<file path="src/design/timer_pkg.sv">
// timer_pkg: shared constants, register map and carrier types of the timer block
// assumes one clock domain and a classic wishbone master with 32-bit data
//
// Summary of operation
// - a three-bit select picks full or divided system, divided high, timebase or external clock
// - the reserved select code feeds no clock, so the counter stops
// - counter equal to a comparator raises an event, may clear counter, drive pin
// - each timer has two interrupt sources, comparator A and comparator P
// - the external clock pin drives the counter only when selected
// - software picks rising or falling external clock edge
// - compare match output mode sets, clears or toggles the output pin
// - pwm mode emits the waveform on the timer output pin
// - capture input mode treats the timer pin as an input on timer 1 only; timer 0 has no capture and leaves its pin alone
// - run, mode and pin control settings decide pin use; otherwise other functions own it
// - pin control bit 1 assigns timer 1 pin, bit 0 timer 0 pin
// - two timers: timer 0 compact type, timer 1 standard type
// - 16-bit up counter cleared by run rising, overflow or compare match
package timer_pkg;

  // ----------------------------------------------------------------
  // bus widths
  // ----------------------------------------------------------------
  localparam int DATA_W = 32;
  localparam int ADDR_W = 8;
  localparam int CNT_W = 16;
  localparam int CMPP_W = 8;
  localparam int NUM_TIMERS = 2;

  // ----------------------------------------------------------------
  // register map (byte addresses)
  // ----------------------------------------------------------------
  localparam logic [7:0] PIN_CTRL_OFS = 8'h00;
  localparam logic [7:0] INT_STATUS_OFS = 8'h04;
  localparam logic [7:0] INT_MASK_OFS = 8'h08;
  // timer n occupies page n+1, page held in address bits 7:5
  localparam logic [2:0] TIMER0_PAGE = 3'h1;
  localparam logic [2:0] TIMER1_PAGE = 3'h2;
  localparam logic [4:0] CTRL_SUB = 5'h00;
  localparam logic [4:0] CMPA_SUB = 5'h04;
  localparam logic [4:0] CMPP_SUB = 5'h08;
  localparam logic [4:0] COUNT_SUB = 5'h0c;
  localparam logic [4:0] CAPTURE_SUB = 5'h10;

  // ----------------------------------------------------------------
  // reset values
  // ----------------------------------------------------------------
  localparam logic [1:0] PIN_CTRL_RST = 2'h0;
  localparam logic [3:0] INT_MASK_RST = 4'h0;

  // ----------------------------------------------------------------
  // clock select codes
  // ----------------------------------------------------------------
  localparam logic [2:0] CLK_SYS_DIV4 = 3'h0;
  localparam logic [2:0] CLK_SYS = 3'h1;
  localparam logic [2:0] CLK_HIGH_DIV16 = 3'h2;
  localparam logic [2:0] CLK_HIGH_DIV64 = 3'h3;
  localparam logic [2:0] CLK_TIMEBASE = 3'h4;
  localparam logic [2:0] CLK_RESERVED = 3'h5;
  localparam logic [2:0] CLK_EXT_A = 3'h6;
  localparam logic [2:0] CLK_EXT_B = 3'h7;

  // prescaler masks: tick when masked prescaler bits are all zero
  localparam int PRESCALE_W = 6;
  localparam logic [5:0] DIV4_MASK = 6'h03;
  localparam logic [5:0] DIV16_MASK = 6'h0f;
  localparam logic [5:0] DIV64_MASK = 6'h3f;

  // ----------------------------------------------------------------
  // operating modes and output actions
  // ----------------------------------------------------------------
  localparam logic [1:0] MODE_COMPARE = 2'h0;
  localparam logic [1:0] MODE_CAPTURE = 2'h1;
  localparam logic [1:0] MODE_PWM = 2'h2;
  localparam logic [1:0] MODE_TIMER = 2'h3;
  localparam logic [1:0] ACT_NONE = 2'h0;
  localparam logic [1:0] ACT_LOW = 2'h1;
  localparam logic [1:0] ACT_HIGH = 2'h2;
  localparam logic [1:0] ACT_TOGGLE = 2'h3;

  // ----------------------------------------------------------------
  // carrier types
  // ----------------------------------------------------------------
  // control word of one timer, bit 0 is run
  typedef struct packed {
    logic clearOnA;
    logic extFalling;
    logic polarity;
    logic [1:0] outAction;
    logic [1:0] mode;
    logic pause;
    logic [2:0] clkSel;
    logic run;
  } timer_cfg_t;

  localparam int CFG_W = 12;
  localparam logic [CFG_W-1:0] CFG_RST = 12'h000;

  typedef struct packed {
    logic cyc;
    logic stb;
    logic we;
    logic [3:0] sel;
    logic [ADDR_W-1:0] adr;
    logic [DATA_W-1:0] dat;
  } wb_req_t;

  typedef struct packed {
    logic ack;
    logic [DATA_W-1:0] dat;
  } wb_rsp_t;

endpackage : timer_pkg

</file>
<file path="src/design/timer_unit.sv">
// timer_unit: one 16-bit timer with comparators A and P and its pin logic
// assumes a one-cycle count tick from the owning block, and an asynchronous pin input
module timer_unit #(
  parameter bit HAS_CAPTURE = 1'b1
) (
  // clock and reset
  input wire logic ref_clk,
  input wire logic reset,
  // configuration
  input wire timer_pkg::timer_cfg_t cfg,
  input wire logic [15:0] cmpA,
  input wire logic [7:0] cmpP,
  input wire logic pinEnable,
  input wire logic countTick,
  // status
  output logic [15:0] count,
  output logic [15:0] capture,
  output logic matchA,
  output logic matchP,
  // pin
  input wire logic pinIn,
  output logic pinOut,
  output logic pinOe,
  output logic pinInUse
);

  typedef struct packed {
    logic [15:0] cnt;
    logic [15:0] capVal;
    logic runLast;
    logic pinLevel;
    logic pinS1;
    logic pinS2;
    logic pinLast;
    logic evA;
    logic evP;
  } unit_state_t;

  unit_state_t r;
  unit_state_t nxt;
  logic capMode;
  logic running;
  logic hitA;
  logic hitP;

  assign capMode = HAS_CAPTURE && (cfg.mode == timer_pkg::MODE_CAPTURE);
  assign running = cfg.run && r.runLast && !cfg.pause;
  assign hitA = !capMode && (r.cnt == cmpA);
  assign hitP = (r.cnt[15:8] == cmpP) && (r.cnt[7:0] == 8'h00);

  always_comb
  begin
    nxt = r;
    nxt.evA = 1'b0;
    nxt.evP = 1'b0;
    nxt.runLast = cfg.run;
    nxt.pinS1 = pinIn;
    nxt.pinS2 = r.pinS1;
    nxt.pinLast = r.pinS2;
    if (cfg.run && !r.runLast)
    begin
      nxt.cnt = 16'h0000;
    end
    else if (running && countTick)
    begin
      nxt.evA = hitA;
      nxt.evP = hitP;
      if ((cfg.clearOnA ? hitA : hitP) || (r.cnt == 16'hffff))
      begin
        nxt.cnt = 16'h0000;
      end
      else
      begin
        nxt.cnt = r.cnt + 16'h0001;
      end
      if (cfg.mode == timer_pkg::MODE_COMPARE && hitA)
      begin
        case (cfg.outAction)
          timer_pkg::ACT_LOW: nxt.pinLevel = 1'b0;
          timer_pkg::ACT_HIGH: nxt.pinLevel = 1'b1;
          timer_pkg::ACT_TOGGLE: nxt.pinLevel = !r.pinLevel;
          default: nxt.pinLevel = r.pinLevel;
        endcase
      end
    end
    if (cfg.mode == timer_pkg::MODE_PWM)
    begin
      nxt.pinLevel = (r.cnt < cmpA);
    end
    if (capMode && cfg.run && r.pinS2 && !r.pinLast)
    begin
      nxt.capVal = r.cnt;
      nxt.evA = 1'b1;
    end
  end

  always_ff @(posedge ref_clk or posedge reset)
  begin
    if (reset)
    begin
      r <= '0;
    end
    else
    begin
      r <= nxt;
    end
  end

  assign count = r.cnt;
  assign capture = r.capVal;
  assign matchA = r.evA;
  assign matchP = r.evP;
  assign pinOut = r.pinLevel ^ cfg.polarity;
  // pin use from run, mode and enable
  assign pinInUse = pinEnable && cfg.run && (cfg.mode != timer_pkg::MODE_TIMER)
    && (HAS_CAPTURE || cfg.mode != timer_pkg::MODE_CAPTURE);
  assign pinOe = pinInUse && !capMode;
endmodule : timer_unit

</file>
<file path="src/design/timer_block.sv">
// timer_block: two timers, pin function control and interrupt logic behind wishbone
// assumes a classic wishbone master on ref_clk; pins arrive asynchronously
module timer_block (
  // clock and reset
  input wire logic ref_clk,
  input wire logic reset,
  // register bus
  input wire timer_pkg::wb_req_t wbReq,
  output timer_pkg::wb_rsp_t wbRsp,
  // clock sources
  input wire logic timebaseClk,
  input wire logic [1:0] extClkPin,
  output logic [1:0] extClkInUse,
  // timer pins
  input wire logic [1:0] timerPinIn,
  output logic [1:0] timerPinOut,
  output logic [1:0] timerPinOe,
  output logic [1:0] timerPinInUse,
  // interrupt
  output logic irq
);

  // ----------------------------------------------------------------
  // state
  // ----------------------------------------------------------------
  typedef struct packed {
    logic [1:0] pinCtrl;
    logic [3:0] intStatus;
    logic [3:0] intMask;
    logic [1:0][11:0] cfg;
    logic [1:0][15:0] cmpA;
    logic [1:0][7:0] cmpP;
    logic [5:0] prescale;
    logic [1:0] extS1;
    logic [1:0] extS2;
    logic [1:0] extLast;
    logic tbS1;
    logic tbS2;
    logic tbLast;
    logic ack;
    logic [31:0] rdData;
  } top_state_t;

  top_state_t r;
  top_state_t nxt;
  timer_pkg::timer_cfg_t cfgT [2];
  logic [1:0] tick;
  logic [1:0] extTick;
  logic tbTick;
  logic [1:0][15:0] count;
  logic [1:0][15:0] capture;
  logic [3:0] events;
  logic busReq;

  // ----------------------------------------------------------------
  // helpers
  // ----------------------------------------------------------------
  function automatic logic [31:0] laneMask(input logic [3:0] sel);
    laneMask = {{8{sel[3]}}, {8{sel[2]}}, {8{sel[1]}}, {8{sel[0]}}};
  endfunction : laneMask

  function automatic logic [31:0] merge(input logic [31:0] old, input logic [31:0] din,
    input logic [3:0] sel);
    merge = (old & ~laneMask(sel)) | (din & laneMask(sel));
  endfunction : merge

  function automatic logic [5:0] divMask(input logic [2:0] sel);
    case (sel)
      timer_pkg::CLK_SYS_DIV4: divMask = timer_pkg::DIV4_MASK;
      timer_pkg::CLK_HIGH_DIV16: divMask = timer_pkg::DIV16_MASK;
      timer_pkg::CLK_HIGH_DIV64: divMask = timer_pkg::DIV64_MASK;
      default: divMask = 6'h00;
    endcase
  endfunction : divMask

  function automatic logic isExt(input logic [2:0] sel);
    isExt = (sel == timer_pkg::CLK_EXT_A) || (sel == timer_pkg::CLK_EXT_B);
  endfunction : isExt

  function automatic logic [2:0] pageOf(input int n);
    pageOf = (n == 0) ? timer_pkg::TIMER0_PAGE : timer_pkg::TIMER1_PAGE;
  endfunction : pageOf

  // ----------------------------------------------------------------
  // clock selection
  // ----------------------------------------------------------------
  assign tbTick = r.tbS2 && !r.tbLast;

  always_comb
  begin
    for (int n = 0; n < timer_pkg::NUM_TIMERS; n++)
    begin
      cfgT[n] = timer_pkg::timer_cfg_t'(r.cfg[n]);
      extTick[n] = cfgT[n].extFalling ? (!r.extS2[n] && r.extLast[n])
        : (r.extS2[n] && !r.extLast[n]);
      // pin is a clock only when selected
      extClkInUse[n] = isExt(cfgT[n].clkSel);
      case (cfgT[n].clkSel)
        timer_pkg::CLK_SYS: tick[n] = 1'b1;
        timer_pkg::CLK_SYS_DIV4,
        timer_pkg::CLK_HIGH_DIV16,
        timer_pkg::CLK_HIGH_DIV64: tick[n] = (r.prescale & divMask(cfgT[n].clkSel)) == 6'h00;
        timer_pkg::CLK_TIMEBASE: tick[n] = tbTick;
        timer_pkg::CLK_EXT_A,
        timer_pkg::CLK_EXT_B: tick[n] = extTick[n];
        default: tick[n] = 1'b0;
      endcase
    end
  end

  // ----------------------------------------------------------------
  // timers
  // ----------------------------------------------------------------
  // timer 0 compact, timer 1 standard
  timer_unit #(
    .HAS_CAPTURE(1'b0)
  ) timer0 (
    .ref_clk(ref_clk),
    .reset(reset),
    .cfg(cfgT[0]),
    .cmpA(r.cmpA[0]),
    .cmpP(r.cmpP[0]),
    .pinEnable(r.pinCtrl[0]),
    .countTick(tick[0]),
    .count(count[0]),
    .capture(capture[0]),
    .matchA(events[0]),
    .matchP(events[1]),
    .pinIn(timerPinIn[0]),
    .pinOut(timerPinOut[0]),
    .pinOe(timerPinOe[0]),
    .pinInUse(timerPinInUse[0])
  );

  timer_unit #(
    .HAS_CAPTURE(1'b1)
  ) timer1 (
    .ref_clk(ref_clk),
    .reset(reset),
    .cfg(cfgT[1]),
    .cmpA(r.cmpA[1]),
    .cmpP(r.cmpP[1]),
    .pinEnable(r.pinCtrl[1]),
    .countTick(tick[1]),
    .count(count[1]),
    .capture(capture[1]),
    .matchA(events[2]),
    .matchP(events[3]),
    .pinIn(timerPinIn[1]),
    .pinOut(timerPinOut[1]),
    .pinOe(timerPinOe[1]),
    .pinInUse(timerPinInUse[1])
  );

  // ----------------------------------------------------------------
  // next state: synchronisers, bus slave, interrupts
  // ----------------------------------------------------------------
  assign busReq = wbReq.cyc && wbReq.stb && !r.ack;

  always_comb
  begin
    logic [31:0] w1c;
    w1c = 32'h0000_0000;
    nxt = r;
    nxt.prescale = r.prescale + 6'h01;
    nxt.extS1 = extClkPin;
    nxt.extS2 = r.extS1;
    nxt.extLast = r.extS2;
    nxt.tbS1 = timebaseClk;
    nxt.tbS2 = r.tbS1;
    nxt.tbLast = r.tbS2;
    nxt.ack = busReq;
    nxt.rdData = 32'h0000_0000;
    if (busReq && wbReq.we)
    begin
      case (wbReq.adr)
        timer_pkg::PIN_CTRL_OFS:
          nxt.pinCtrl = 2'(merge(32'(r.pinCtrl), wbReq.dat, wbReq.sel));
        timer_pkg::INT_STATUS_OFS:
          w1c = wbReq.dat & laneMask(wbReq.sel);
        timer_pkg::INT_MASK_OFS:
          nxt.intMask = 4'(merge(32'(r.intMask), wbReq.dat, wbReq.sel));
        default:
        begin
          for (int n = 0; n < timer_pkg::NUM_TIMERS; n++)
          begin
            if (wbReq.adr[7:5] == pageOf(n))
            begin
              case (wbReq.adr[4:0])
                timer_pkg::CTRL_SUB:
                  nxt.cfg[n] = 12'(merge(32'(r.cfg[n]), wbReq.dat, wbReq.sel));
                timer_pkg::CMPA_SUB:
                  nxt.cmpA[n] = 16'(merge(32'(r.cmpA[n]), wbReq.dat, wbReq.sel));
                timer_pkg::CMPP_SUB:
                  nxt.cmpP[n] = 8'(merge(32'(r.cmpP[n]), wbReq.dat, wbReq.sel));
                default: ;
              endcase
            end
          end
        end
      endcase
    end
    else if (busReq)
    begin
      case (wbReq.adr)
        timer_pkg::PIN_CTRL_OFS: nxt.rdData = 32'(r.pinCtrl);
        timer_pkg::INT_STATUS_OFS: nxt.rdData = 32'(r.intStatus);
        timer_pkg::INT_MASK_OFS: nxt.rdData = 32'(r.intMask);
        default:
        begin
          for (int n = 0; n < timer_pkg::NUM_TIMERS; n++)
          begin
            if (wbReq.adr[7:5] == pageOf(n))
            begin
              case (wbReq.adr[4:0])
                timer_pkg::CTRL_SUB: nxt.rdData = 32'(r.cfg[n]);
                timer_pkg::CMPA_SUB: nxt.rdData = 32'(r.cmpA[n]);
                timer_pkg::CMPP_SUB: nxt.rdData = 32'(r.cmpP[n]);
                timer_pkg::COUNT_SUB: nxt.rdData = 32'(count[n]);
                timer_pkg::CAPTURE_SUB: nxt.rdData = 32'(capture[n]);
                default: nxt.rdData = 32'h0000_0000;
              endcase
            end
          end
        end
      endcase
    end
    // sticky sources, set wins over clear
    nxt.intStatus = (r.intStatus & ~w1c[3:0]) | events;
  end

  always_ff @(posedge ref_clk or posedge reset)
  begin
    if (reset)
    begin
      r <= '0;
      r.pinCtrl <= timer_pkg::PIN_CTRL_RST;
      r.intMask <= timer_pkg::INT_MASK_RST;
      r.cfg <= {timer_pkg::CFG_RST, timer_pkg::CFG_RST};
    end
    else
    begin
      r <= nxt;
    end
  end

  // ----------------------------------------------------------------
  // outputs
  // ----------------------------------------------------------------
  assign wbRsp.ack = r.ack;
  assign wbRsp.dat = r.rdData;
  assign irq = |(r.intStatus & r.intMask);
endmodule : timer_block

</file>
<file path="config.mk">
export PLATFORM = sky130hd
export DESIGN_NAME = timer_block
export DESIGN_NICKNAME = d
export VERILOG_FILES = /design/src/design/timer_pkg.sv /design/src/design/timer_unit.sv /design/src/design/timer_block.sv
export SDC_FILE = /design/constraint.sdc
export NUM_CORES = 1
export LEC_CHECK = 0
export ABC_AREA = 1
export CORE_MARGIN = 2
export CORE_UTILIZATION = 40
export CTS_BUF_LIST = sky130_fd_sc_hd__clkbuf_4 sky130_fd_sc_hd__clkbuf_8
export DETAILED_ROUTE_END_ITERATION = 16
export DONT_BUFFER_PORTS = 1
export GPL_TIMING_DRIVEN = 0
export PLACE_DENSITY = 0.56
export SETUP_SLACK_MARGIN = 0.3
export SYNTH_ARGS = -nofsm -noshare
export SYNTH_HDL_FRONTEND = slang
export SYNTH_HIERARCHICAL = 1
export SYNTH_SLANG_ARGS = --single-unit
</file>
<file path="constraint.sdc">
create_clock -name ref_clk -period 12.2 [get_ports ref_clk]
set_clock_uncertainty 0.15 [all_clocks]
set_input_delay 3.66 -clock ref_clk [delete_from_list [all_inputs] [get_ports ref_clk]]
set_output_delay 3.66 -clock ref_clk [all_outputs]
set_load 0.01 [all_outputs]
</file>
After elaboration in Yosys (flattened, before gate mapping) --
Cells that the tools add are included.
Operators by class: multiplexer cells 40, equal/unequal tests 40, bitwise logic cells 27, $add $sub $neg 3, reductions and logical operators 82, $lt $le $gt $ge 2
Operator list (count):
- 16-bit 2-to-1 mux | 7
- 32-bit 2-to-1 mux | 3
- 32-bit one-hot mux with 3 select lines | 1
- 16-bit one-hot mux with 5 select lines | 1
- 16-bit one-hot mux with 4 select lines | 1
- 16-bit bitwise AND | 3
- 6-bit one-hot mux with 3 select lines | 2
- 16-bit by 1-bit adder with 16-bit output, second input constant | 2
- 16-bit == test | 2
- 16-bit == test, second input constant | 2
- 16-bit < comparator | 2
- 16-bit OR | 2
- 4-bit AND reduction | 8
- 1-bit logical AND | 30
- 12-bit bitwise AND | 2
- 8-bit logical NOT | 3
- 12-bit OR | 2
- 3-bit == test, second input constant | 6
- 8-bit bitwise AND | 2
- 8-bit == test | 2
- 16-bit NOT | 1
- 8-bit OR | 2
- 3-bit by 2-bit == test with 1-bit output, second input constant | 5
- 1-bit logical NOT | 14
- 36 further kinds | 89
Word-level totals: register bits 189

Longest topological paths before layout --
Gate-level depths: netlist (run 1).
depth after elaboration 10, depth in mapped cells 13, mapped depth without buffers 13

Modules after synthesis --
The synthesis (run 1) kept the hierarchy.
Modules (own cells, without submodules):
- timer_block | cells an instance 770, area an instance 5970.7 µm², instances 1, sequential area each 2852.7 µm²
- timer_unit (timer1) | cells an instance 352, area an instance 2711.4 µm², instances 1, sequential area each 975.9 µm²
- timer_unit (timer0) | cells an instance 304, area an instance 2205.9 µm², instances 1, sequential area each 500.5 µm²

Worst setup path after synthesis (run 1) --
OpenSTA, ideal clock, no wires.
path kind in2reg, from input port wbReq[32] (netlist bit), to register with a tool-made name, required time 11.924 ns, path slack 7.124 ns, arrival 4.800 ns, cell stages on the path 9, buffers on the path 1, library setup time 0.126 ns, cell sequence inv_1 -> nand2_1 -> nor2_2 -> nand2_2 -> clkinv_2 -> nand2_4 -> nor3_4 -> buf_4 -> o21ai_0
RTL lines:
- start, declared | line timer_block.sv:8 | input wire timer_pkg::wb_req_t wbReq,

==> key figures, run 1 <==
Status
  • Status: complete, no violations

Worst setup path
  • Slowest Stage Delay on Critical Path: roughly 0.50 ns
  • Startpoint types: flop
  • Critical path buffer and inverter count: 1
  • CP Data Required Time: about 8.4 ns
  • Delay-heaviest family, CP: compound AO/OA/AOI/OAI gates
  • WP data arrival: between 1.5 and 2 ns
  • CP Capture Type: output port
  • Slowest cell on the critical path: a211oi_1
  • Critical path class: reg -> out
  • CP max FO: 5
  • CP Cell Sequence: inv_1 -> a211oi_1

Global routing
  • Largest net degree at the start of global routing: between 90 and 100
  • Vias in the first global route: 9118
  • First-pass GRT wire length: 52100 um
  • Antenna violations before repair: 0
  • Gr usage total: 0.239
  • Grt total ovfl: 0

Layout
  • Filler cells: 2780
  • Multi-input logic area: 5070 um^2
  • Share of cells above drive strength 1: 0.161
  • Most frequent cells in the layout: 408 x nand2_1, 173 x dfrtp_1, 154 x inv_1
  • Final design utilization: 0.441
  • Seq. cell area: about 4300 um^2
  • ANT cells: 0
  • Commonest non-fill, non-tap cell in the layout: nand2_1
  • Nets@finish: roughly 1600
  • Layout area overhead: 8.97%

Logic synthesis
  • Synth cell types: 54
  • Area contributors post-synth: dfrtp_1 40%, nand2_1 14%, buf_4 7.1%, o21ai_0 5.9%, inv_1 5.4%
  • Yosys reg bits: roughly 170
  • Ys flop type: dfrtp_1
  • Post-synth EDFFs: 0
  • FFs w/ async S/R, synth: 1.00
  • Sequential area share after synthesis: 0.398
  • Synth warnings: 6
  • Post-Syn Area per Cell: around 7.6 um^2
  • Cells after Synth: 1426
  • Share of the synthesized area in the top cell type: 0.398
  • Biggest area consumer among synthesized cells: dfrtp_1
  • Cell area after synthesis: 10900 um^2

CTS
  • Clock root cell: clkbuf_8
  • Num CTS Buffers: 17
  • Post-CTS Setup Inserts: 0
  • Htree depth: 4
  • Clock Latency Late Sink: 0.50 ns
  • Clock transition at the registers of the reported paths: 0.11 ns
  • Clock sink count: approximately 170
  • Max clock buf depth: 2
  • Cts repair resizes: 0
  • TritonCTS clock tree: done
  • Hold_buf cts: 0

Drt
  • DRT Wirelength: between 30000 and 40000 um
  • 1st-pass router iterations: 5
  • Met3 wire len: between 1500 and 2000 um
  • Post-DRT Antenna Nets: 0
  • Met2 routed WL: between 15000 and 20000 um
  • WL/cell: about 18 um
  • Via density: between 5 and 6
  • Met1 Routed Length: 14500 um
  • Drt drc: 0
  • DR vias: approximately 9000
  • Highest routed layer: met4
  • Starting DRT DRC Count: 679

STA
  • Final Hold Viols: 0
  • RSZ-0062 raised after global routing: false
  • Fmax: around 180 MHz
  • Fin crit period: ~5.4 ns
  • Actual slew at the worst max-slew pin: 0.838 ns
  • # setup viols final: 0
  • Period utilisation layout: 0.444
  • Max-slew violations: 0
  • Hold slack: between 0.2 and 0.25 ns
  • Slew HR: 0.440
  • Setup_tns: 0 ns

Worst hold path
  • Hold crit path type: reg -> reg

Place
  • Hpwl dp: 24900 um
  • Gpl congestion: 0.872
  • PortBufs: 0

Floorplan
  • Core area: about 27000 um^2
  • Die Y-Extent: roughly 170 um
  • Ports: 96
  • Effective utilization at floorplan: 0.405
  • Die ar.: 28600 um^2
  • Die width: approximately 170 um
  • Site row count: 60

Power and ir drop
  • Pleak: 6.07 nW
  • Worst IR Drop VDD: 0.0000603 V
  • Cell area power density: about 89 nW/um^2

Run
  • Maxcap violations: 0
==> worst register-to-register path, stage by stage, from the launching register on <==
cell	delay (ns)
dfrtp_1	0.43
or2_2	0.32
o21ai_0	0.16
o2111ai_1	0.15
a21oi_1	0.45
nand4_2	0.29
nand2_4	0.20
buf_2	0.34
a21oi_2	0.11
==> cells by family after synthesis <==
kind of cell    Yosys count  synth area share
compound gates          245             0.131
xor+xnor                 27            0.0217
fa+ha+maj                39            0.0448
buf+inv                 308             0.147
flops                   173             0.398
other cells               2          0.000690
simple gates            632             0.258
==> through the flow <==
step	total power [mW]	instances	setup slack (ns)	cell area (um^2)
global route	1.10	1830	6.66	11900
CTS	1.07	1830	6.75	11900
floorplan	0.636	1456	5.37	11000
global placement	0.651	1797	3.87	11400
finish	1.06	1830	6.78	11900
detailed placement	0.653	1798	6.42	11500
==> synth_stat cells, types with 13 or more instances <==
| cell type | instances |
|---|---|
| nand2_1 | 408 |
| dfrtp_1 | 173 |
| inv_1 | 156 |
| o21ai_0 | 129 |
| buf_4 | 103 |
| nor2_1 | 77 |
| a21oi_1 | 52 |
| nand3_1 | 49 |
| ha_1 | 39 |
| nand4_1 | 34 |
| a21oi_2 | 23 |
| inv_2 | 15 |
| xor2_1 | 15 |
| buf_2 | 14 |
| nor2_2 | 14 |
| clkbuf_1 | 13 |
| nor3_1 | 13 |
==> metal layers <==
metal | GRT usage | vias to the layer above
met5 | 0 | -
met4 | 0.0966 | 0
met3 | 0.0421 | 57
met2 | 0.390 | 241
met1 | 0.317 | 4316
li1 | - | 4547
==> layout make-up <==
cell class,instances,area share
Multi-Input combinational cell,975,0.428
Sequential cell,173,0.365
Inverter,174,0.0558
Timing Repair Buffer,1,0.00232
Clock buffer,17,0.0197
Clock inverter,15,0.0144
Buffer,134,0.0794
Tap cell,341,0.0360
==> power by group <==
group          internal (mW)  total [mW]  leakage [nW]  switching (mW)
sequential             0.578       0.582          2.18         0.00398
combinational         0.0176      0.0597          3.69          0.0421
clock                  0.155       0.420         0.201           0.264
total                  0.751        1.06          6.07           0.310
==> worst paths after layout <==
path | from | to | slack [ns] | depth (start not counted)
max | flop | timerPinInUse[1] | 6.78 | 2
min | timer1/nxt[3]$_DFF_PP0_ | timer1/nxt[2]$_DFF_PP0_ | 0.21 | 0
max reg2reg | r[44]$_DFF_PP0_ | timer0/count[14]$_DFFE_PP0P_ | 9.49 | 8
min reg2reg | timer1/nxt[3]$_DFF_PP0_ | timer1/nxt[2]$_DFF_PP0_ | 0.21 | 0
max in group asynchronous | reset | timer1/count[3]$_DFFE_PP0P_ | 8.31 | 1
min in group asynchronous | reset | asynchronous set/reset pin | 2.80 | 1
Power figures use the tool's default switching activity.
==> run 2, diff against run 1 <==
--- a/config.mk
+++ b/config.mk
@@ -12,7 +12,7 @@
 export DETAILED_ROUTE_END_ITERATION = 16
 export DONT_BUFFER_PORTS = 1
 export GPL_TIMING_DRIVEN = 0
-export PLACE_DENSITY = 0.56
+export PLACE_DENSITY = 0.58
 export SETUP_SLACK_MARGIN = 0.3
 export SYNTH_ARGS = -nofsm -noshare
 export SYNTH_HDL_FRONTEND = slang
==> constraint.sdc (replaced) <==
create_clock -name ref_clk -period 4.3 [get_ports ref_clk]
set_clock_uncertainty 0.15 [all_clocks]
set_input_delay 1.29 -clock ref_clk [delete_from_list [all_inputs] [get_ports ref_clk]]
set_output_delay 1.29 -clock ref_clk [all_outputs]
set_load 0.01 [all_outputs]
==> run 2 against run 1 <==
Sequential power rose to 2.8 times the previous value. Hold slack worse by 0.0018 ns. Power increased to 3.0 times the previous value. Largest power group unchanged. Non-clock buffer count is 2 higher. Design area rose by 0.63%. Clock power rose to 3.2 times the previous value. Worst setup slack got worse by 5.6 ns. Flip-flop and latch count stayed put.
==> key figures, run 2 (synthesis gave the netlist of run 1 again) <==
Status
  • Status: complete, no violations (unchanged)

CTS
  • Post-CTS Setup Inserts: 0 (unchanged)
  • Htree depth: 4 (unchanged)
  • TritonCTS clock tree: done (unchanged)
  • Clock sink count: 173 (unchanged)
  • Num CTS Buffers: 17 (unchanged)
  • Clock Latency Late Sink: 0.50 ns (about the same)
  • Hold_buf cts: 0 (unchanged)
  • Cts repair resizes: 0 (unchanged)
  • Max clock buf depth: 2 (unchanged)
  • Clock root cell: clkbuf_8 (unchanged)
  • Clock transition at the registers of the reported paths: 0.12 ns (was 0.11 ns)

STA
  • Period utilisation layout: 0.732
  • Slew HR: 0.438 (was 0.440)
  • Setup_tns: 0 ns (unchanged)
  • Actual slew at the worst max-slew pin: 0.841 ns (was 0.838 ns)
  • Fin crit period: around 3.1 ns
  • RSZ-0062 raised after global routing: false (unchanged)
  • Max-slew violations: 0 (unchanged)
  • # setup viols final: 0 (unchanged)
  • Fmax: roughly 320 MHz
  • Final Hold Viols: 0 (unchanged)
  • Hold slack: 0.207 ns (was 0.209 ns)

Floorplan
  • Ports: 96 (unchanged)
  • Die ar.: 28600 um^2 (unchanged)
  • Die width: 169 um (unchanged)
  • Effective utilization at floorplan: 0.405 (unchanged)
  • Site row count: 60 (unchanged)
  • Die Y-Extent: 169 um (unchanged)
  • Core area: 26900 um^2 (unchanged)

Drt
  • Via density: 5.03 (was 5.01)
  • DRT Wirelength: 32000 um (was 32500 um)
  • WL/cell: 17.5 um (was 17.8 um)
  • Drt drc: 0 (unchanged)
  • 1st-pass router iterations: 5 (unchanged)
  • DR vias: 9207 (was 9161)
  • Starting DRT DRC Count: 799 (was 679)
  • Post-DRT Antenna Nets: 0 (unchanged)

Layout
  • ANT cells: 0 (unchanged)
  • Non-Filler Instances: 1832 (was 1830)
  • Commonest non-fill, non-tap cell in the layout: nand2_1 (unchanged)
  • Share of cells above drive strength 1: 0.162 (was 0.161)
  • Nets@finish: 1571 (was 1569)
  • Layout area overhead: 9.66% (was 8.97%)
  • Design Area, Final: 11900 um^2 (about the same)
  • Most frequent cells in the layout: 408 x nand2_1, 173 x dfrtp_1, 154 x inv_1 (unchanged)

Worst setup path
  • CP max FO: 5 (unchanged)
  • CP Capture Type: output port (unchanged)
  • Critical path class: reg -> out (unchanged)
  • CP Data Required Time: 2.86 ns (was 8.39 ns)
  • Startpoint types: flop (unchanged)
  • WP data arrival: 1.71 ns (was 1.61 ns)

Run
  • Maxcap violations: 0 (unchanged)

Global routing
  • First-pass GRT wire length: 49900 um (was 52100 um)
  • Grt total ovfl: 0 (unchanged)
  • Vias in the first global route: 8716 (was 9118)
  • Antenna violations before repair: 0 (unchanged)
  • Largest net degree at the start of global routing: 40 (was 94)
  • Gr usage total: 0.231 (was 0.239)

Place
  • PortBufs: 0 (unchanged)
  • Gpl congestion: 0.888 (was 0.872)
  • Placed Instances: 1800 (was 1798)
  • DP Area: 11500 um^2 (about the same)
  • Hpwl dp: 24600 um (was 24900 um)

Worst hold path
  • Hold crit path type: reg -> reg (unchanged)

Power and ir drop
  • Worst IR Drop VDD: 0.000156 V (was 0.0000603 V)
  • Cell area power density: 264 nW/um^2 (was 89.5 nW/um^2)
  • Pleak: 6.11 nW (was 6.07 nW)
## run 2: changes by cell type in the layout (fill, tap and decap cells not counted), sizes merged
cell    delta
buf        +2
bufinv     +3
clkbuf     +1
clkinv     -2
inv        -2
## run 2: worst max-delay path, cell delays in order, from the launching register on
cell,delay (ns)
dfrtp_1,0.46
inv_1,0.14
a211oi_1,0.60
## run 2: path summary, 6_finish.rpt
kind,startpoint,endpoint,cells after the start,slack [ns]
max,flop,timerPinInUse[1],2,1.15
min,nxt[34]$_DFF_PP0_,nxt[33]$_DFF_PP0_,0,0.21
max reg2reg,r[44]$_DFF_PP0_,timer0/count[13]$_DFFE_PP0P_,12,1.61
min reg2reg,nxt[34]$_DFF_PP0_,nxt[33]$_DFF_PP0_,0,0.21
max in group asynchronous,reset,asynchronous set/reset pin,4,2.63
min in group asynchronous,reset,wbRsp[7]$_DFF_PP0_,1,0.41
## run 2: final cells by class
| cell class | instances | area [um^2] |
|---|---|---|
| tap | 341 | 427 |
| clock buffer | 18 | 248 |
| inverter | 174 | 661 |
| buffer | 134 | 942 |
| timing repair buffer | 3 | 60.1 |
| sequential | 173 | 4330 |
| multi-input combinational | 975 | 5070 |
| fill | 2765 | 14900 |
| clock inverter | 14 | 201 |
## run 2: per-stage QoR
stage / worst slack (ns) / power (mW) / utilization
after floorplan: 1.47 / 1.80 / -
after global placement: 0.721 / 1.85 / 0.425
after detailed placement: 0.857 / 1.86 / 0.428
after CTS: 1.14 / 3.18 / 0.444
after global routing: 1.01 / 3.27 / 0.444
final: 1.15 / 3.15 / 0.444
## run 2: routing by layer
metal,track usage,part of all wire
met3,0.0421,0.049
met4,0.0769,0.025
met5,0,0
met2,0.375,0.47
met1,0.312,0.45
## run 2: report_power, final
part,leakage [nW],internal [mW],switching [mW]
registers,2.18,1.64,0.0113
logic,3.70,0.0527,0.120
clock network,0.229,0.616,0.715
==> run 3, diff against run 2 <==
--- a/config.mk
+++ b/config.mk
@@ -5,14 +5,14 @@
 export SDC_FILE = /design/constraint.sdc
 export NUM_CORES = 1
 export LEC_CHECK = 0
-export ABC_AREA = 1
+export ABC_AREA = 0
 export CORE_MARGIN = 2
 export CORE_UTILIZATION = 40
 export CTS_BUF_LIST = sky130_fd_sc_hd__clkbuf_4 sky130_fd_sc_hd__clkbuf_8
 export DETAILED_ROUTE_END_ITERATION = 16
 export DONT_BUFFER_PORTS = 1
 export GPL_TIMING_DRIVEN = 0
-export PLACE_DENSITY = 0.58
+export PLACE_DENSITY = 0.56
 export SETUP_SLACK_MARGIN = 0.3
 export SYNTH_ARGS = -nofsm -noshare
 export SYNTH_HDL_FRONTEND = slang
==> constraint.sdc (replaced) <==
create_clock -name ref_clk -period 3.3 [get_ports ref_clk]
set_clock_uncertainty 0.15 [all_clocks]
set_input_delay 0.99 -clock ref_clk [delete_from_list [all_inputs] [get_ports ref_clk]]
set_output_delay 0.99 -clock ref_clk [all_outputs]
set_load 0.01 [all_outputs]
==> run 3 against run 2 <==
Area after synthesis shrank 8.4%. Sequential power grew 30%. Global-route usage shrank 0.91 points. Critical path type is now in -> reg. Highest routed layer unchanged.
==> key figures, run 3 <==
Status
  • Status: complete, no violations (unchanged)

Logic synthesis
  • Cell area after synthesis: 9970 um^2 (was 10900 um^2)
  • FFs w/ async S/R, synth: 1.00 (unchanged)
  • Synth cell types: 76 (was 54)
  • Yosys reg bits: 173 (unchanged)
  • Area contributors post-synth: dfrtp_1 43%, mux2_2 10%, buf_4 7.4%, ha_1 4.9%, xnor2_1 2.8% (was dfrtp_1 40%, nand2_1 14%, buf_4 7.1%, o21ai_0 5.9%, inv_1 5.4%)
  • Sequential area share after synthesis: 0.434 (was 0.398)
  • Post-synth EDFFs: 0 (unchanged)
  • Biggest area consumer among synthesized cells: dfrtp_1 (unchanged)
  • Cells after Synth: 947 (was 1426)
  • Share of the synthesized area in the top cell type: 0.434 (was 0.398)
  • Post-Syn Area per Cell: 10.5 um^2 (was 7.64 um^2)
  • Top-count cell post-synth: dfrtp_1 (was nand2_1)
  • Synth cell count leaders: 173 x dfrtp_1, 98 x buf_4, 91 x mux2_2 (was 408 x nand2_1, 173 x dfrtp_1, 156 x inv_1)
  • Ys flop type: dfrtp_1 (unchanged)
  • Synth warnings: 6 (unchanged)

Global routing
  • First-pass GRT wire length: 43700 um (was 49900 um)
  • Gr usage total: 0.222 (was 0.231)
  • Grt total ovfl: 0 (unchanged)
  • Antenna violations before repair: 0 (unchanged)
  • Vias in the first global route: 7063 (was 8716)
  • Largest net degree at the start of global routing: 37 (was 40)

Floorplan
  • Core area: 24400 um^2 (was 26900 um^2)
  • Die Y-Extent: 162 um (was 169 um)
  • Ports: 96 (unchanged)
  • Die width: 162 um (was 169 um)
  • Site row count: 57 (was 60)
  • Die ar.: 26200 um^2 (was 28600 um^2)
  • Effective utilization at floorplan: 0.409 (was 0.405)

Place
  • Gpl congestion: 0.904 (was 0.888)
  • Placed Instances: 1305 (was 1800)
  • Hpwl dp: 21000 um (was 24600 um)
  • PortBufs: 0 (unchanged)

STA
  • Actual slew at the worst max-slew pin: 0.849 ns (was 0.841 ns)
  • Fin crit period: 2.92 ns
  • RSZ-0062 raised after global routing: false (unchanged)
  • Final Hold Viols: 0 (unchanged)
  • Slew HR: 0.433 (was 0.438)
  • Setup_tns: 0 ns (unchanged)
  • Hold slack: 0.156 ns (was 0.207 ns)
  • Period utilisation layout: 0.884
  • Max-slew violations: 0 (unchanged)
  • Fmax: between 300 and 400 MHz
  • # setup viols final: 0 (unchanged)

Power and ir drop
  • Pleak: 5.18 nW (was 6.11 nW)
  • Flop pwr share: 0.530 (was 0.523)
  • Cell area power density: 367 nW/um^2 (was 264 nW/um^2)
  • Internal power: 3.08 mW (was 2.31 mW)
  • Comb power frac: 0.048 (was 0.055)
  • Sw frac: 0.240 (was 0.268)
  • Clock power frac: 0.422 (about the same)
  • Net Sw Power: 0.972 mW (was 0.846 mW)
  • Design Power: 4.05 mW (was 3.15 mW)
  • Worst IR Drop VDD: 0.000229 V (was 0.000156 V)

Drt
  • Drt drc: 0 (unchanged)
  • Met1 Routed Length: 13400 um (was 14600 um)
  • WL/cell: 21.0 um (was 17.5 um)
  • Highest routed layer: met4 (unchanged)
  • Via density: 5.41 (was 5.03)
  • Starting DRT DRC Count: 598 (was 799)
  • 1st-pass router iterations: 8 (was 5)
  • DRT Wirelength: 28000 um (was 32000 um)
  • Post-DRT Antenna Nets: 0 (unchanged)
  • DR vias: 7236 (was 9207)
  • Met3 wire len: 1820 um (was 1570 um)
  • Met2 routed WL: 12500 um (was 15100 um)

CTS
  • Clock Latency Late Sink: 0.48 ns (was 0.50 ns)
  • Clock transition at the registers of the reported paths: 0.09 ns (was 0.12 ns)
  • Post-CTS Setup Inserts: 0 (unchanged)
  • Htree depth: 4 (unchanged)
  • Clock sink count: 173 (unchanged)
  • Clock root cell: clkbuf_8 (unchanged)
  • Num CTS Buffers: 17 (unchanged)
  • TritonCTS clock tree: done (unchanged)
  • Max clock buf depth: 2 (unchanged)

Run
  • Maxcap violations: 0 (unchanged)

Layout
  • Seq. cell area: 4330 um^2 (unchanged)
  • Nets@finish: 1093 (was 1571)
  • Final design utilization: 0.452 (was 0.444)
  • Share of cells above drive strength 1: 0.280 (was 0.162)
  • Most frequent cells in the layout: 173 x dfrtp_1, 98 x buf_4, 91 x mux2_2 (was 408 x nand2_1, 173 x dfrtp_1, 154 x inv_1)
  • Layout area overhead: 10.6% (was 9.66%)
  • Multi-input logic area: 4680 um^2 (was 5070 um^2)
  • ANT cells: 0 (unchanged)
  • Non-Filler Instances: 1337 (was 1832)
  • Commonest non-fill, non-tap cell in the layout: dfrtp_1 (was nand2_1)
  • Filler cells: 2334 (was 2765)

Worst setup path
  • Critical path class: in -> reg (was reg -> out)
  • CP Data Required Time: 3.54 ns (was 2.86 ns)
  • CP Capture Type: flop (was output port)
  • WP data arrival: 3.15 ns (was 1.71 ns)
  • Worst Setup SP: wbReq[33]
  • Startpoint types: input port (was flop)
  • CP max FO: 10 (was 5)

Worst hold path
  • Hold crit path type: in -> async (was reg -> reg)
## run 3: cell count changes in the layout (fill, tap and decap cells not counted), moves of 23 or more
cell / previous run / this run
o21ai_0: 129 / 21
nand2_1: 408 / 54
mux2_2: 0 / 91
nand3_1: 49 / 23
inv_1: 154 / 50
a21oi_2: 23 / 0
## run 3: worst max-delay path, stage by stage
cell       delay [ns]
nor3_2           0.45
and2_0           0.29
buf_2            0.19
clkbuf_1         0.57
a211oi_1         0.24
a21oi_1          0.27
o2bb2ai_1        0.16
## run 3: per-layer routing
layer | vias up | global-route usage
met5 | - | 0
met2 | 207 | 0.339
met1 | 3652 | 0.321
met4 | 0 | 0.0507
met3 | 25 | 0.0495
li1 | 3352 | -
## run 3: area by class of cell
cell class                      count  share of cell area
Buffer                            126              0.0807
Clock buffer                       19              0.0237
Clock inverter                     13              0.0169
Inverter                           52              0.0180
Multi-Input combinational cell    626               0.424
Sequential cell                   173               0.393
Tap cell                          324              0.0368
Timing Repair Buffer                4             0.00726
## run 3: repair_timing
| action | in CTS | in global routing |
|---|---|---|
| endpoints found under the hold margin | 0 | 0 |
| setup endpoints to repair | 0 | 1 |
| gates resized for setup | 0 | 1 |
| hold buffers | 0 | 0 |
## run 3: per-stage QoR
step                cell area (um^2)  setup WS [ns]
detailed placement             10600        0.00703
global route                   11000          0.331
CTS                            11000          0.487
global placement               10500        -0.0460
floorplan                      10100          0.644
finish                         11000          0.381
## run 3: path summary, 6_finish.rpt
check / slack, ns / cells after the start / end
min in group ref_clk: 0.20 / 0 / nxt[33]$_DFF_PP0_
worst max register to register: 0.55 / 11 / timer0/count[11]$_DFFE_PP0P_
worst min-delay path: 0.16 / 1 / timer1/capture[13]$_DFFE_PP0P_
worst min register to register: 0.20 / 0 / nxt[33]$_DFF_PP0_
worst max-delay path: 0.38 / 7 / wbRsp[2]$_DFF_PP0_
max in group asynchronous: 1.62 / 4 / r[44]$_DFF_PP0_
## run 3: kinds of logic after synthesis
family | Yosys count | synth area share
and+or+nand+nor | 256 | 0.142
adders and majority gates | 39 | 0.0489
AOI/OAI and AO/OA | 150 | 0.108
DFF | 173 | 0.434
xor gates and xnor gates | 50 | 0.0439
muxes | 99 | 0.113
other | 2 | 0.000753
buffers and inverters | 178 | 0.109
## run 3: power by group through the flow
stage               Sequential [mW]  Combinational (mW)  Clock [mW]
floorplan                      2.18               0.142           0
global placement               2.19               0.183           0
finish                         2.14               0.196        1.71
CTS                            2.14               0.197        1.75
global route                   2.15               0.218        1.84
detailed placement             2.19               0.197           0
